==> config.mk <==
export PLATFORM = sky130hd
export DESIGN_NAME = main_adc_round_robin_lpf
export DESIGN_NICKNAME = d
export VERILOG_FILES = /design/src/main_adc_pkg.sv /design/src/lpf_step.sv /design/src/main_adc_round_robin_lpf.sv /design/src/sample_ram.sv
export VERILOG_INCLUDE_DIRS = /design/src
export SDC_FILE = /design/constraint.sdc
export NUM_CORES = 2
export LEC_CHECK = 0
export BUFFER_PORTS_ARGS = -buffer_cell sky130_fd_sc_hd__buf_4
export CORE_UTILIZATION = 56
export DETAILED_ROUTE_END_ITERATION = 8
export PLACE_DENSITY = 0.72
export SLEW_MARGIN = 20
export SYNTH_ARGS = -nofsm -noshare
export SYNTH_HDL_FRONTEND = slang
export SYNTH_SLANG_ARGS = --single-unit
==> constraint.sdc <==
create_clock -name mclk_in -period 7.9 [get_ports mclk_in]
set_input_delay 1.185 -clock mclk_in [delete_from_list [all_inputs] [get_ports mclk_in]]
set_output_delay 1.185 -clock mclk_in [all_outputs]
set_load 0.01 [all_outputs]
==> src/main_adc_defines.svh <==
/*
  Constants of the main converter round-robin sequencer: timing, slot map,
  register offsets and field positions.
  Assumes it is included by bare name into each design file that needs it.
*/
`ifndef MAIN_ADC_DEFINES_SVH
`define MAIN_ADC_DEFINES_SVH
// ****************************************************************
// timing
// ****************************************************************
`define CLK_PERIOD_NS 5
`define SLOT_TIME_NS 8000
`define SLOT_CYCLES (`SLOT_TIME_NS / `CLK_PERIOD_NS)
`define DLY_UNIT_NS 1000
`define DLY_UNIT_CYCLES (`DLY_UNIT_NS / `CLK_PERIOD_NS)
`define DECIDE_TICK 1
// ****************************************************************
// slot map
// ****************************************************************
`define NUM_SLOTS 24
`define SLOT_DIE 5'h00
`define SLOT_THERMISTOR_BIAS_REFERENCE 5'h01
`define SLOT_CELL1 5'h02
`define SLOT_CELL16 5'h11
`define SLOT_BUSBAR 5'h12
`define SLOT_GPIO 5'h13
`define SLOT_LAST 5'h17
`define GPIO_BASE_IDX 5'h18
`define FILT_BASE 5'h02
`define RESULT_DEFAULT 16'h8000
`define RR_BURST_LAST 4'h7
`define MIN_CELLS 5'h06
`define MAX_CELLS 5'h10
`define CUTOFF_MAX 3'h6
`define FRAC_BITS 8
// ****************************************************************
// register map
// ****************************************************************
`define OFS_CTRL 12'h000
`define OFS_CONF 12'h004
`define OFS_ACTIVE 12'h008
`define OFS_GPIOCFG 12'h00C
`define OFS_STATUS 12'h010
`define RESULT_PAGE 4'h1
`define CTRL_GO 0
`define CTRL_MODE_LSB 1
`define CTRL_MODE_MSB 2
`define CTRL_CELL_LPF 3
`define CTRL_BB_LPF 4
`define CONF_CELL_LSB 0
`define CONF_CELL_MSB 2
`define CONF_BB_LSB 4
`define CONF_BB_MSB 6
`define CONF_DLY_LSB 8
`define CONF_DLY_MSB 13
`define MODE_STOP 2'h0
`define MODE_BURST 2'h1
`define MODE_CONT 2'h2
`endif

==> src/main_adc_pkg.sv <==
/*
  Types shared by the main converter sequencer.
  Assumes nothing of its surroundings.
*/
package main_adc_pkg;
  typedef enum logic [2:0] {
    ST_IDLE  = 3'h0,
    ST_CLEAR = 3'h1,
    ST_DELAY = 3'h3,
    ST_WAIT  = 3'h2,
    ST_MEAS  = 3'h6,
    ST_STORE = 3'h7
  } seq_state_t;
endpackage

==> src/lpf_step.sv <==
/*
  One step of a single-pole low-pass filter, y += (x - y) * 2^-(shift+1).
  Assumes a caller that holds the state with F fraction bits.
*/
`timescale 1ns/100ps
module lpf_step #(
  parameter int W = 16,
  parameter int F = 8
) (
  input wire logic [W-1:0] sample_in,
  input wire logic [W+F-1:0] state_in,
  input wire logic [2:0] shift_in,
  input wire logic prime_in,
  output logic [W+F-1:0] state_out,
  output logic [W-1:0] result_out
);
  logic signed [W+F:0] diff;
  logic signed [W+F:0] step;

  always_comb begin
    diff = $signed({sample_in[W-1], sample_in, {F{1'b0}}}) - $signed({state_in[W+F-1], state_in});
    step = diff >>> (shift_in + 3'h1);
    if (prime_in) begin
      state_out = {sample_in, {F{1'b0}}};
    end else begin
      state_out = state_in + step[W+F-1:0];
    end
    result_out = state_out[W+F-1:F];
  end
endmodule // lpf_step

==> src/main_adc_round_robin_lpf.sv <==
/*
  Main converter round-robin sequencer with result registers, read lock and
  post-conversion low-pass filters, reached over APB.
  Assumes a front end on mclk_in that answers conv_start_out with one
  sample_valid_in pulse at least one cycle later, within the same slot.
*/
// Our own choices: the register addresses and register access over APB.
// Notes on behaviour
// - 24 slots repeat, 8 us each, 192 us per cycle.
// - slots: die temp, thermistor reference, 16 cells, bus bar, GPIO, spares.
// - one GPIO per cycle, next GPIO each cycle, eight cycles cover all.
// - results are signed 16-bit, split in high and low byte registers.
// - on enable every result register is loaded with 0x8000 first.
// - a result is written as soon as its slot's conversion completes.
// - after a high byte read the low byte stays frozen until read.
// - die temperature signed around zero, saturated at +200 and -100 C.
// - six to sixteen series cells are supported.
// - cells at or below the highest active setting are measured, others not.
// - skipped slots keep their time, so cycle length never changes.
// - inactive cell results keep 0x8000 and are never written.
// - cells store raw conversion, or filtered value when filter enabled.
// - 3-bit cutoff picks one of seven, same for every cell.
// - single pole, coefficient one half down to 1/128 by cutoff.
// - filtered values only effective in continuous running.
// - a filter newly enabled starts from its first sample.
// - bus bar filter has own cutoff field and enable.
// - bus bar stores raw or filtered value by its enable.
// - die temperature also feeds gain and offset correction.
// - cell level shifters are off in sleep or shutdown.
// - main converter control is independent of the auxiliary one.
// - start latches mode, filters, delay and channel settings.
// - mode 00 stop, 01 eight cycles then stop, 10 continuous.
`timescale 1ns/100ps
`include "main_adc_defines.svh"
module main_adc_round_robin_lpf
  import main_adc_pkg::*;
#(
  parameter int SLOT_CYC = `SLOT_CYCLES,
  parameter logic signed [15:0] DIE_CODE_MAX = 16'sh7000,
  parameter logic signed [15:0] DIE_CODE_MIN = 16'shC800
) (
  input wire logic mclk_in,
  input wire logic nrst_in,
  input wire logic psel_in,
  input wire logic penable_in,
  input wire logic pwrite_in,
  input wire logic [11:0] paddr_in,
  input wire logic [31:0] pwdata_in,
  output logic pready_out,
  output logic [31:0] prdata_out,
  output logic pslverr_out,
  input wire logic sample_valid_in,
  input wire logic [15:0] sample_data_in,
  input wire logic low_power_in,
  output logic conv_start_out,
  output logic [4:0] conv_sel_out,
  output logic [2:0] gpio_sel_out,
  output logic [15:0] level_shift_en_out,
  output logic [15:0] die_temp_corr_out,
  output logic die_temp_corr_valid_out
);
  localparam int TW = $clog2(SLOT_CYC);
  localparam int FW = 16 + `FRAC_BITS;
  localparam logic [TW-1:0] TICK_LAST = TW'(SLOT_CYC - 1);
  localparam logic [TW-1:0] TICK_DECIDE = TW'(`DECIDE_TICK);

  typedef struct packed {
    seq_state_t st;
    logic [4:0] slot;
    logic [TW-1:0] tick;
    logic [3:0] rr_cnt;
    logic [2:0] gpio_idx;
    logic [1:0] mode;
    logic cell_lpf;
    logic bb_lpf;
    logic [2:0] cell_cut;
    logic [2:0] bb_cut;
    logic [4:0] hi_cell;
    logic [7:0] gpio_en;
    logic [15:0] dly;
    logic [4:0] clr_idx;
    logic [16:0] primed;
    logic [4:0] wr_idx;
    logic [15:0] sample;
    logic [FW-1:0] fstate;
    logic wr_filt;
    logic [4:0] sw_ctrl;
    logic [13:0] sw_conf;
    logic [3:0] sw_active;
    logic [7:0] sw_gpio;
    logic pready;
    logic [31:0] prdata;
    logic pslverr;
    logic hold_v;
    logic [4:0] hold_idx;
    logic [7:0] hold_byte;
    logic conv_start;
    logic [4:0] conv_sel;
    logic [2:0] gpio_sel;
    logic [15:0] lvl_en;
    logic [15:0] die_corr;
    logic die_corr_v;
  } state_t;

  state_t s_reg;
  state_t s_next;

  logic running;
  logic boundary;
  logic is_cell;
  logic measure;
  logic [4:0] cell_num;
  logic [4:0] res_idx;
  logic acc;
  logic res_page;
  logic res_rd;
  logic go_wr;
  logic res_we;
  logic [4:0] res_waddr;
  logic [15:0] res_wdata;
  logic [15:0] res_rdata;
  logic [FW-1:0] filt_rdata;
  logic [FW-1:0] filt_new;
  logic [15:0] filt_res;
  logic [4:0] pidx;
  logic [4:0] lvl_hi;

  // ****************************************************************
  // helpers
  // ****************************************************************
  function automatic logic [4:0] hi_from_field(input logic [3:0] f);
    logic [4:0] v;
    v = {1'b0, f};
    if (f == 4'h0) begin
      v = `MAX_CELLS;
    end else if (v < `MIN_CELLS) begin
      v = `MIN_CELLS;
    end
    return v;
  endfunction

  function automatic logic [2:0] cut_clamp(input logic [2:0] c);
    return (c > `CUTOFF_MAX) ? `CUTOFF_MAX : c;
  endfunction

  function automatic logic [15:0] die_sat(input logic [15:0] x);
    logic [15:0] v;
    v = x;
    if ($signed(x) > DIE_CODE_MAX) begin
      v = DIE_CODE_MAX;
    end else if ($signed(x) < DIE_CODE_MIN) begin
      v = DIE_CODE_MIN;
    end
    return v;
  endfunction

  assign running = (s_reg.st == ST_WAIT) || (s_reg.st == ST_MEAS) || (s_reg.st == ST_STORE);
  assign boundary = running && (s_reg.tick == TICK_LAST);
  assign is_cell = (s_reg.slot >= `SLOT_CELL1) && (s_reg.slot <= `SLOT_CELL16);
  assign cell_num = s_reg.slot - 5'h01;
  // spare slots and unconfigured inputs are never converted
  assign measure = (s_reg.slot == `SLOT_DIE) || (s_reg.slot == `SLOT_THERMISTOR_BIAS_REFERENCE)
    || (is_cell && (cell_num <= s_reg.hi_cell))
    || (s_reg.slot == `SLOT_BUSBAR)
    || ((s_reg.slot == `SLOT_GPIO) && s_reg.gpio_en[s_reg.gpio_idx]);
  assign res_idx = (s_reg.slot == `SLOT_GPIO) ? (`GPIO_BASE_IDX + {2'h0, s_reg.gpio_idx})
    : s_reg.slot;
  assign acc = psel_in && penable_in && !s_reg.pready;
  assign res_page = (paddr_in[11:8] == `RESULT_PAGE) && (paddr_in[1:0] == 2'h0);
  assign res_rd = acc && res_page && !pwrite_in;
  assign go_wr = acc && pwrite_in && (paddr_in == `OFS_CTRL) && pwdata_in[`CTRL_GO];
  assign pidx = s_reg.wr_idx - `FILT_BASE;
  assign lvl_hi = hi_from_field(s_reg.sw_active);

  // ****************************************************************
  // result and filter storage
  // ****************************************************************
  assign res_we = (s_reg.st == ST_CLEAR) || (s_reg.st == ST_STORE);
  assign res_waddr = (s_reg.st == ST_CLEAR) ? s_reg.clr_idx : s_reg.wr_idx;
  assign res_wdata = (s_reg.st == ST_CLEAR) ? `RESULT_DEFAULT
    : (s_reg.wr_filt ? filt_res : s_reg.sample);

  sample_ram #(.W(16), .AW(5)) u_results (
    .mclk_in(mclk_in),
    .nrst_in(nrst_in),
    .wr_en_in(res_we),
    .wr_addr_in(res_waddr),
    .wr_data_in(res_wdata),
    .rd_addr_in(paddr_in[7:3]),
    .rd_data_out(res_rdata)
  );

  sample_ram #(.W(FW), .AW(5)) u_filters (
    .mclk_in(mclk_in),
    .nrst_in(nrst_in),
    .wr_en_in((s_reg.st == ST_STORE) && s_reg.wr_filt),
    .wr_addr_in(s_reg.wr_idx),
    .wr_data_in(filt_new),
    .rd_addr_in(s_reg.slot),
    .rd_data_out(filt_rdata)
  );

  lpf_step #(.W(16), .F(`FRAC_BITS)) u_lpf (
    .sample_in(s_reg.sample),
    .state_in(s_reg.fstate),
    .shift_in((s_reg.wr_idx == `SLOT_BUSBAR) ? s_reg.bb_cut : s_reg.cell_cut),
    .prime_in(!s_reg.primed[pidx]),
    .state_out(filt_new),
    .result_out(filt_res)
  );

  // ****************************************************************
  // next state
  // ****************************************************************
  always_comb begin
    s_next = s_reg;
    s_next.pready = 1'b0;
    s_next.pslverr = 1'b0;
    s_next.conv_start = 1'b0;
    for (int i = 0; i < 16; i++) begin
      s_next.lvl_en[i] = !low_power_in && (5'(i) < lvl_hi);
    end
    unique case (s_reg.st)
      ST_IDLE: begin
      end
      ST_CLEAR: begin
        s_next.clr_idx = s_reg.clr_idx + 5'h01;
        if (s_reg.clr_idx == 5'h1F) begin
          s_next.st = (s_reg.dly == 16'h0000) ? ST_WAIT : ST_DELAY;
        end
      end
      ST_DELAY: begin
        s_next.dly = s_reg.dly - 16'h0001;
        if (s_reg.dly == 16'h0001) begin
          s_next.st = ST_WAIT;
        end
      end
      ST_WAIT: begin
        if ((s_reg.tick == TICK_DECIDE) && measure) begin
          s_next.conv_start = 1'b1;
          s_next.conv_sel = s_reg.slot;
          s_next.gpio_sel = s_reg.gpio_idx;
          s_next.st = ST_MEAS;
        end
      end
      ST_MEAS: begin
        if (sample_valid_in) begin
          s_next.sample = (s_reg.slot == `SLOT_DIE) ? die_sat(sample_data_in)
            : sample_data_in;
          s_next.wr_idx = res_idx;
          s_next.fstate = filt_rdata;
          s_next.wr_filt = (is_cell && s_reg.cell_lpf)
            || ((s_reg.slot == `SLOT_BUSBAR) && s_reg.bb_lpf);
          s_next.st = ST_STORE;
        end else if (boundary) begin
          s_next.st = ST_WAIT;
        end
      end
      ST_STORE: begin
        // result memory takes the word this cycle
        s_next.st = ST_WAIT;
        if (s_reg.wr_filt) begin
          s_next.primed[pidx] = 1'b1;
        end
        if (s_reg.wr_idx == `SLOT_DIE) begin
          s_next.die_corr = s_reg.sample;
          s_next.die_corr_v = 1'b1;
        end
      end
      default: begin
        s_next.st = ST_IDLE;
      end
    endcase
    if (running) begin
      s_next.tick = s_reg.tick + TW'(1);
      if (boundary) begin
        s_next.tick = '0;
        s_next.slot = s_reg.slot + 5'h01;
        if (s_reg.slot == `SLOT_LAST) begin
          s_next.slot = `SLOT_DIE;
          s_next.gpio_idx = s_reg.gpio_idx + 3'h1;
          s_next.rr_cnt = s_reg.rr_cnt + 4'h1;
          if ((s_reg.mode == `MODE_BURST) && (s_reg.rr_cnt == `RR_BURST_LAST)) begin
            s_next.st = ST_IDLE;
          end
        end
      end
    end
    // register bus
    if (acc) begin
      s_next.pready = 1'b1;
      s_next.prdata = 32'h0000_0000;
      if (res_page) begin
        if (pwrite_in) begin
          s_next.pslverr = 1'b1;
        end else if (!paddr_in[2]) begin
          s_next.prdata = {24'h00_0000, res_rdata[15:8]};
          s_next.hold_v = 1'b1;
          s_next.hold_idx = paddr_in[7:3];
          s_next.hold_byte = res_rdata[7:0];
        end else if (s_reg.hold_v && (s_reg.hold_idx == paddr_in[7:3])) begin
          s_next.prdata = {24'h00_0000, s_reg.hold_byte};
          s_next.hold_v = 1'b0;
        end else begin
          s_next.prdata = {24'h00_0000, res_rdata[7:0]};
        end
      end else begin
        unique case (paddr_in)
          `OFS_CTRL: begin
            if (pwrite_in) begin
              s_next.sw_ctrl = {pwdata_in[`CTRL_BB_LPF:`CTRL_MODE_LSB], 1'b0};
            end
            s_next.prdata = {27'h000_0000, s_reg.sw_ctrl};
          end
          `OFS_CONF: begin
            if (pwrite_in) begin
              s_next.sw_conf = pwdata_in[`CONF_DLY_MSB:0];
            end
            s_next.prdata = {18'h0_0000, s_reg.sw_conf};
          end
          `OFS_ACTIVE: begin
            if (pwrite_in) begin
              s_next.sw_active = pwdata_in[3:0];
            end
            s_next.prdata = {28'h000_0000, s_reg.sw_active};
          end
          `OFS_GPIOCFG: begin
            if (pwrite_in) begin
              s_next.sw_gpio = pwdata_in[7:0];
            end
            s_next.prdata = {24'h00_0000, s_reg.sw_gpio};
          end
          `OFS_STATUS: begin
            s_next.pslverr = pwrite_in;
            s_next.prdata = {16'h0000, running, s_reg.rr_cnt, s_reg.gpio_idx,
              3'h0, s_reg.slot};
          end
          default: begin
            s_next.pslverr = 1'b1;
          end
        endcase
      end
    end
    // start command latches the run settings; main control only
    if (go_wr) begin
      s_next.mode = pwdata_in[`CTRL_MODE_MSB:`CTRL_MODE_LSB];
      s_next.cell_lpf = pwdata_in[`CTRL_CELL_LPF]
        && (pwdata_in[`CTRL_MODE_MSB:`CTRL_MODE_LSB] == `MODE_CONT);
      s_next.bb_lpf = pwdata_in[`CTRL_BB_LPF]
        && (pwdata_in[`CTRL_MODE_MSB:`CTRL_MODE_LSB] == `MODE_CONT);
      s_next.cell_cut = cut_clamp(s_reg.sw_conf[`CONF_CELL_MSB:`CONF_CELL_LSB]);
      s_next.bb_cut = cut_clamp(s_reg.sw_conf[`CONF_BB_MSB:`CONF_BB_LSB]);
      s_next.dly = 16'(s_reg.sw_conf[`CONF_DLY_MSB:`CONF_DLY_LSB]) * 16'(`DLY_UNIT_CYCLES);
      s_next.hi_cell = lvl_hi;
      s_next.gpio_en = s_reg.sw_gpio;
      s_next.slot = `SLOT_DIE;
      s_next.tick = '0;
      s_next.rr_cnt = 4'h0;
      s_next.gpio_idx = 3'h0;
      s_next.clr_idx = 5'h00;
      s_next.primed = '0;
      s_next.st = ST_IDLE;
      if ((pwdata_in[`CTRL_MODE_MSB:`CTRL_MODE_LSB] == `MODE_BURST)
          || (pwdata_in[`CTRL_MODE_MSB:`CTRL_MODE_LSB] == `MODE_CONT)) begin
        s_next.st = ST_CLEAR;
      end
    end
  end

  always_ff @(posedge mclk_in or negedge nrst_in) begin
    if (!nrst_in) begin
      s_reg <= '0;
    end else begin
      s_reg <= s_next;
    end
  end

  assign pready_out = s_reg.pready;
  assign prdata_out = s_reg.prdata;
  assign pslverr_out = s_reg.pslverr;
  assign conv_start_out = s_reg.conv_start;
  assign conv_sel_out = s_reg.conv_sel;
  assign gpio_sel_out = s_reg.gpio_sel;
  assign level_shift_en_out = s_reg.lvl_en;
  assign die_temp_corr_out = s_reg.die_corr;
  assign die_temp_corr_valid_out = s_reg.die_corr_v;
endmodule // main_adc_round_robin_lpf

==> src/sample_ram.sv <==
/*
  Simple one-write one-read memory with registered read data.
  Assumes write and read share mclk_in; contents are undefined until written.
*/
`timescale 1ns/100ps
module sample_ram #(
  parameter int W = 16,
  parameter int AW = 5
) (
  input wire logic mclk_in,
  input wire logic nrst_in,
  input wire logic wr_en_in,
  input wire logic [AW-1:0] wr_addr_in,
  input wire logic [W-1:0] wr_data_in,
  input wire logic [AW-1:0] rd_addr_in,
  output logic [W-1:0] rd_data_out
);
  logic [W-1:0] mem_reg [2**AW];

  always_ff @(posedge mclk_in) begin
    if (wr_en_in) begin
      mem_reg[wr_addr_in] <= wr_data_in;
    end
  end

  always_ff @(posedge mclk_in or negedge nrst_in) begin
    if (!nrst_in) begin
      rd_data_out <= '0;
    end else begin
      rd_data_out <= mem_reg[rd_addr_in];
    end
  end
endmodule // sample_ram

# [Word-level counts from Yosys, hierarchy flattened]
# Memory sizes are Yosys's and may differ from the RTL's. A register that Yosys moved wholly into a read port is not among the register bits.
# Index checks and enable logic that the tools add are counted.
[word_totals] register_bits=253 mem_bits_rw=1280 in_bits=67 elab_cells=238 n_memories=2
[op_classes] add_sub_neg=12 multipliers=1 magnitude_cmp=27 n_eq_ne=25 shift=1 mux=56 n_bitwise=4 reduce_logical=75
[mem_list] name="u_filters.mem_reg" words=32 word_bits=24 rd=1 rd_ports_with_merged_regs=1 wr=1 line_no="sample_ram.sv:18" rtl="logic [W-1:0] mem_reg [2**AW];"
[mem_list] name="u_results.mem_reg" words=32 word_bits=16 rd=1 rd_ports_with_merged_regs=1 wr=1 line_no="sample_ram.sv:18"
[ops] cell="$mux 16" count=6
[ops] cell="$mux 87" count=1
[ops] cell="$pmux 16 s5" count=1
[ops] cell="$mux 32" count=2
[ops] cell="$mux 26" count=2
[ops] cell="$mux 48" count=1
[ops] cell="$lt 4x5->1 const A" count=8
[ops] cell="$logic_and 1x1->1" count=35
[ops] cell="$mux 17" count=2
[ops] cell="$mux 33" count=1
[ops] cell="$mux 14" count=2
[ops] cell="$mux 3" count=9
[ops] cell="$eq 5x5->1 const B" count=5
[ops] cell="$sshr 25x3->24" count=1
[ops] cell="$sub 24x24->25" count=1
[ops] cell="$add 24x24->24" count=1
[ops] cell="$eq 12x4->1 const B" count=2
[ops] cell="$mux 24" count=1
[ops] cell="$reduce_and 4->1" count=6
[ops] cell="$lt 3x5->1 const A" count=4
[ops] cell="$mux 5" count=4
[ops] cell="$mux 9" count=2
[ops] cell="$pmux 3 s6" count=1
[ops] cell="$or 17x17->17" count=1
[ops] cell="other kinds (58)" count=102

# [Logic depth before layout (Yosys ltp)]
[logic_depth] depth_word=14 ltp_mapped=26 mapped_depth_nobuf=23

# [Hierarchy]
# From an unflattened synthesis, not the netlist that was laid out.
[unflattened] hier_cells=4558 hier_area_um2=66964.2
[by_module_without_submodules] module="sample_ram (u_filters)" instances=1 cells_each=1711 area_per_inst_um2=30598.1 seq_area_each_um2=23662.7
[by_module_without_submodules] module="sample_ram (u_results)" instances=1 cells_each=1143 area_per_inst_um2=20614.8 seq_area_each_um2=15775.1
[by_module_without_submodules] module="main_adc_round_robin_lpf" instances=1 cells_each=1203 area_per_inst_um2=12274.3 seq_area_each_um2=5930.7
[by_module_without_submodules] module="lpf_step" instances=1 cells_each=501 area_per_inst_um2=3477.1 seq_area_each_um2=0.0

# [Worst setup path before layout]
# OpenSTA, ideal clock, no wires.
[synth_path] kind="register -> register" from="reg s_reg[164] in the netlist's numbering" to="mem u_results.mem_reg[0][0], data pin" setup_time_ps=351 arrival_ps=7349 required_ps=7549 slack_ps=200 path_stages_with_launch=25 n_path_buf=5 period_less_slack_ps=7700 path_cell_list="dfrtp_1 > clkbuf_1 > or3b_2 > nand2b_1 > mux2i_4 > inv_1 > buf_2 > buf_1 > ha_1 > clkbuf_1 > clkbuf_1 > o21ai_0 > o21ai_0 > ha_1 > inv_1 > fa_1 > nor2b_1 > o21ai_0 > a21boi_0 > o211ai_1 > a21boi_0 > nor3_1 > o31ai_1 > mux2i_1 > nor2_1"
[synth_between] elab_chain_len=8
[synth_rtl] item="start: declaration" line_no="main_adc_round_robin_lpf.sv:105" rtl="state_t s_reg;"
[synth_rtl] item="start signal: assignment" line_no="main_adc_round_robin_lpf.sv:374" rtl="s_reg <= s_next;"
[synth_rtl] item="$eq 5x5->1 (no source line)"
[synth_rtl] item="$mux 3" line_no="main_adc_round_robin_lpf.sv:206" rtl=".shift_in((s_reg.wr_idx == `SLOT_BUSBAR) ? s_reg.bb_cut : s_reg.cell_cut),"
[synth_rtl] item="$add 3x1->3" line_no="lpf_step.sv:22" rtl="step = diff >>> (shift_in + 3'h1);"
[synth_rtl] item="$sshr 25x3->24" line_no="lpf_step.sv:22"
[synth_rtl] item="$add 24x24->24" line_no="lpf_step.sv:26" rtl="state_out = state_in + step[W+F-1:0];"
[synth_rtl] item="$mux 24 (*)" line_no="lpf_step.sv:23" rtl="if (prime_in) begin"
[synth_rtl] item="named net filt_new[8]" line_no="main_adc_round_robin_lpf.sv:123" rtl="logic [FW-1:0] filt_new;"
[synth_rtl] item="$mux 16 (*)" line_no="main_adc_round_robin_lpf.sv:181" rtl=": (s_reg.wr_filt ? filt_res : s_reg.sample);"
[synth_rtl] item="$mux 16 (*)" line_no="main_adc_round_robin_lpf.sv:180" rtl="assign res_wdata = (s_reg.st == ST_CLEAR) ? `RESULT_DEFAULT"
[synth_rtl] item="named net res_wdata[0]" line_no="main_adc_round_robin_lpf.sv:120" rtl="logic [15:0] res_wdata;"
[synth_rtl] item="end: declaration" line_no="sample_ram.sv:18"
# Mark *: on every way through the listed nets, which the timed path passes. The rest lies on a longest branch. The select of a mux whose other input is x is not followed.

# [Final worst setup path]
[layout_path] from="reg s_reg[166] in the netlist's numbering" to="mem u_results.mem_reg[56][10], in the netlist u_results.mem_reg[28][10], data pin"
[layout_between] elab_chain_len=8
[layout_rtl] item="$eq 5x5->1 (no source line)"
[layout_rtl] item="$mux 3" line_no="main_adc_round_robin_lpf.sv:206"
[layout_rtl] item="$add 3x1->3" line_no="lpf_step.sv:22"
[layout_rtl] item="$sshr 25x3->24" line_no="lpf_step.sv:22"
[layout_rtl] item="$add 24x24->24" line_no="lpf_step.sv:26"
[layout_rtl] item="$mux 24 (*)" line_no="lpf_step.sv:23"
[layout_rtl] item="$mux 16 (*)" line_no="main_adc_round_robin_lpf.sv:181"
[layout_rtl] item="$mux 16 (*)" line_no="main_adc_round_robin_lpf.sv:180"
[layout_rtl] item="named net res_wdata[10]" line_no="main_adc_round_robin_lpf.sv:120"
# Marked as above.

==> impl_metrics.env <==
export IMPL_power_leakage_uw=0.0260
export IMPL_synth_seq_cells=1557
export IMPL_grt_pass1_wl_um=234000
export IMPL_die_w_um=343
export IMPL_timing_final_crit_share=0.919
export IMPL_synth_edff_count=1280
export IMPL_dieArea_um2=118000
export IMPL_place_ws_ns=0.497
export IMPL_layout_drive_gt1_share=0.236
export IMPL_worst_pin_slew_ns=1.18
export IMPL_clkTransAtPathRegs_ns=0.07
export IMPL_final_common_cell="edfxtp_1"
export IMPL_hpwlAfterDp_um=91200
export IMPL_synthCells=3865
export IMPL_initial_utilization=0.567
export IMPL_grt_pass1_vias=35700
export IMPL_synth_ff_type="edfxtp_1"
export IMPL_clk_latency_ns=0.78
export IMPL_die_height_um=343
export IMPL_synth_avg_cell_area_um2=16.9
export IMPL_cts_tree="yes"
export IMPL_drv_cap=0
export IMPL_layout_common_cells="edfxtp_1 (1280), mux4_2 (361), nand2_1 (352)"
export IMPL_ys_types=88
export IMPL_first_iter_violations=4076
export IMPL_arrival_ns=7.68
export IMPL_start_kind="flip-flop"
export IMPL_clockBufferDepth=3
export IMPL_critPathRequiredTime_ns=8.31
export IMPL_ir_worst_vdd_mv=0.249
export IMPL_synth_top_cell_area_share=0.589
export IMPL_rsz0062_at_grt="false"
export IMPL_layout_setup_ws_ns=0.638
export IMPL_core_area_um2=115000
export IMPL_setup_viol=0
export IMPL_drt_pass1_iterations=9
export IMPL_fin_nets=4143
export IMPL_fill_cells=7921
export IMPL_finalHoldViolCount=0
export IMPL_grt_max_degree=185
export IMPL_antenna_found_initial=1
export IMPL_cts_buffers=154
export IMPL_syn_to_final_growth_pct=11.8
export IMPL_worstSetupPathType="reg -> reg"
export IMPL_grt_overflow=0
export IMPL_postRouteAntennaNets=0
export IMPL_gp_congestion=0.924
export IMPL_yosysWarnings=0
export IMPL_fin_skew_ns=0.0324
export IMPL_yosysSeqAreaShare=0.696
export IMPL_final_setup_tns_ns=0
export IMPL_slew_violations=0
export IMPL_cts_sinks=1557
export IMPL_wirelength_um=159000
export IMPL_hp_class="in -> async"
export IMPL_cts_root_buf="clkbuf_16"
export IMPL_routed_via_density=6.41
export IMPL_power_density_nw_per_um2=228
export IMPL_vias=36000
export IMPL_fmax_ghz=0.138
export IMPL_h_tree_depth=4
export IMPL_worst_path_max_fanout=32
export IMPL_synth_async_reset_ratio=0.178
export IMPL_outcome="finished clean"
export IMPL_cts_setup_buffers=0
export IMPL_slew_headroom=0.213
export IMPL_synth_top_area_cell="edfxtp_1"
export IMPL_core_rowCount=124
export IMPL_grt_util_all_layers=0.274
export IMPL_route_detailed_drc=0
export IMPL_holdBufCountCts=0
export IMPL_wl_per_cell_um=28.2
export IMPL_cp_end_kind="flip-flop"
export IMPL_ioPinCount=143
export IMPL_io_buffers=108
export IMPL_largest_reg_flops=768
export IMPL_period_minus_slack_ns=7.26
export IMPL_synth_area_leaders="edfxtp_1 (59%), mux4_2 (12%), dfrtp_1 (11%), nand2_1 (2.0%), ha_1 (1.7%)"
export IMPL_synth_area_um2=65200
## routing by layer
layer	share of wire	wire length, um	global-route usage	up-vias
li1	-	-	-	15300
met1	0.40	63400	0.386	18700
met2	0.48	76200	0.434	1827
met3	0.094	14900	0.0591	297
met4	0.027	4320	0.0801	0
met5	0	0	0	-
## cells by family after synthesis
| family | synth area share |
|---|---|
| buffers and inverters | 0.0251 |
| AOI/OAI and AO/OA | 0.0460 |
| adders and majority gates | 0.0177 |
| other | 0.0000575 |
| xor gates and xnor gates | 0.00965 |
| and+or+nand+nor | 0.0535 |
| muxes | 0.152 |
| DFF | 0.696 |
## area by class of cell
class	count	area, um^2	area share
sequential	1557	45400	0.622
inverter	72	270	0.00371
timing repair buffer	222	1730	0.0237
multi-input combinational	1978	18700	0.256
clock buffer	207	4200	0.0575
tap	1512	1890	0.0259
clock inverter	75	772	0.0106
antenna	1	2.50	0.0000343
## report_power, final
group	total, uW	internal, uW	switching [uW]
combinational	434	136	298
clock	7230	4120	3110
sequential	8950	8920	33.4
## worst paths after layout
kind                       slack, ns                      start                        end  cells after the start
setup / recovery                0.64                 s_reg[166]  u_results.mem_reg[28][10]                     20
hold reg to reg                 0.45  u_filters.rd_data_out[15]                 s_reg[137]                      2
hold / removal                  0.40                    nrst_in                 s_reg[199]                      1
min in group mclk_in            0.45  u_filters.rd_data_out[15]                 s_reg[137]                      2
max in group asynchronous       5.96                    nrst_in                  s_reg[51]                      2
setup reg to reg                0.64                 s_reg[166]  u_results.mem_reg[28][10]                     20
## critical path: stages, from the launching register on
cell      delay [ns]
dfrtp_1         0.53
or3b_2          0.62
nand2b_1        0.32
mux2i_4         0.25
inv_1           0.32
ha_1            0.44
inv_2           0.10
buf_4           0.24
mux2_2          0.39
a21oi_1         0.17
ha_1            0.27
nor2b_1         0.15
o21ai_0         0.21
a21boi_0        0.19
o211ai_1        0.20
a21boi_0        0.24
o311a_1         0.44
o21ai_1         0.56
nor3_1          0.15
nor3_1          0.22
a211o_1         0.83
## synthesized netlist by cell type, types with 13 or more instances
cell,instances
edfxtp_1,1280
mux4_2,361
nand2_1,354
dfrtp_1,277
nor2_1,234
clkbuf_1,148
o21ai_0,140
a21oi_1,109
mux2i_1,106
ha_1,89
buf_4,73
inv_1,70
mux2_2,64
xnor2_1,37
nand3_1,35
nor3_1,34
buf_1,33
xor2_1,33
a21o_1,29
o31ai_1,28
a31oi_1,19
o221ai_1,18
o22ai_1,18
and3_1,16
nor2b_1,16
nor4_1,16
a22o_1,15
nand2b_1,15
a211oi_1,14
nand4_1,13
o21a_1,13
## metrics by stage
| stage | hold WS, ns | area [um^2] | power, uW | cells | utilization |
|---|---|---|---|---|---|
| after floorplan | 0.414 | 65300 | 9380 | 3880 | - |
| final | 0.402 | 72900 | 16600 | 5624 | 0.634 |
| after detailed placement | 0.429 | 67900 | 9550 | 5341 | 0.591 |
| after CTS | 0.433 | 72900 | 16700 | 5623 | 0.634 |
| after global placement | 0.422 | 67900 | 9540 | 5340 | 0.590 |
| after global routing | 0.444 | 72900 | 17000 | 5623 | 0.634 |
## timing repair
action | CTS | global route
hold endpoints to repair | 0 | 0
resized for setup | 0 | 1
endpoints found under the setup margin | 0 | 32
(Power assumes the default switching activity.)
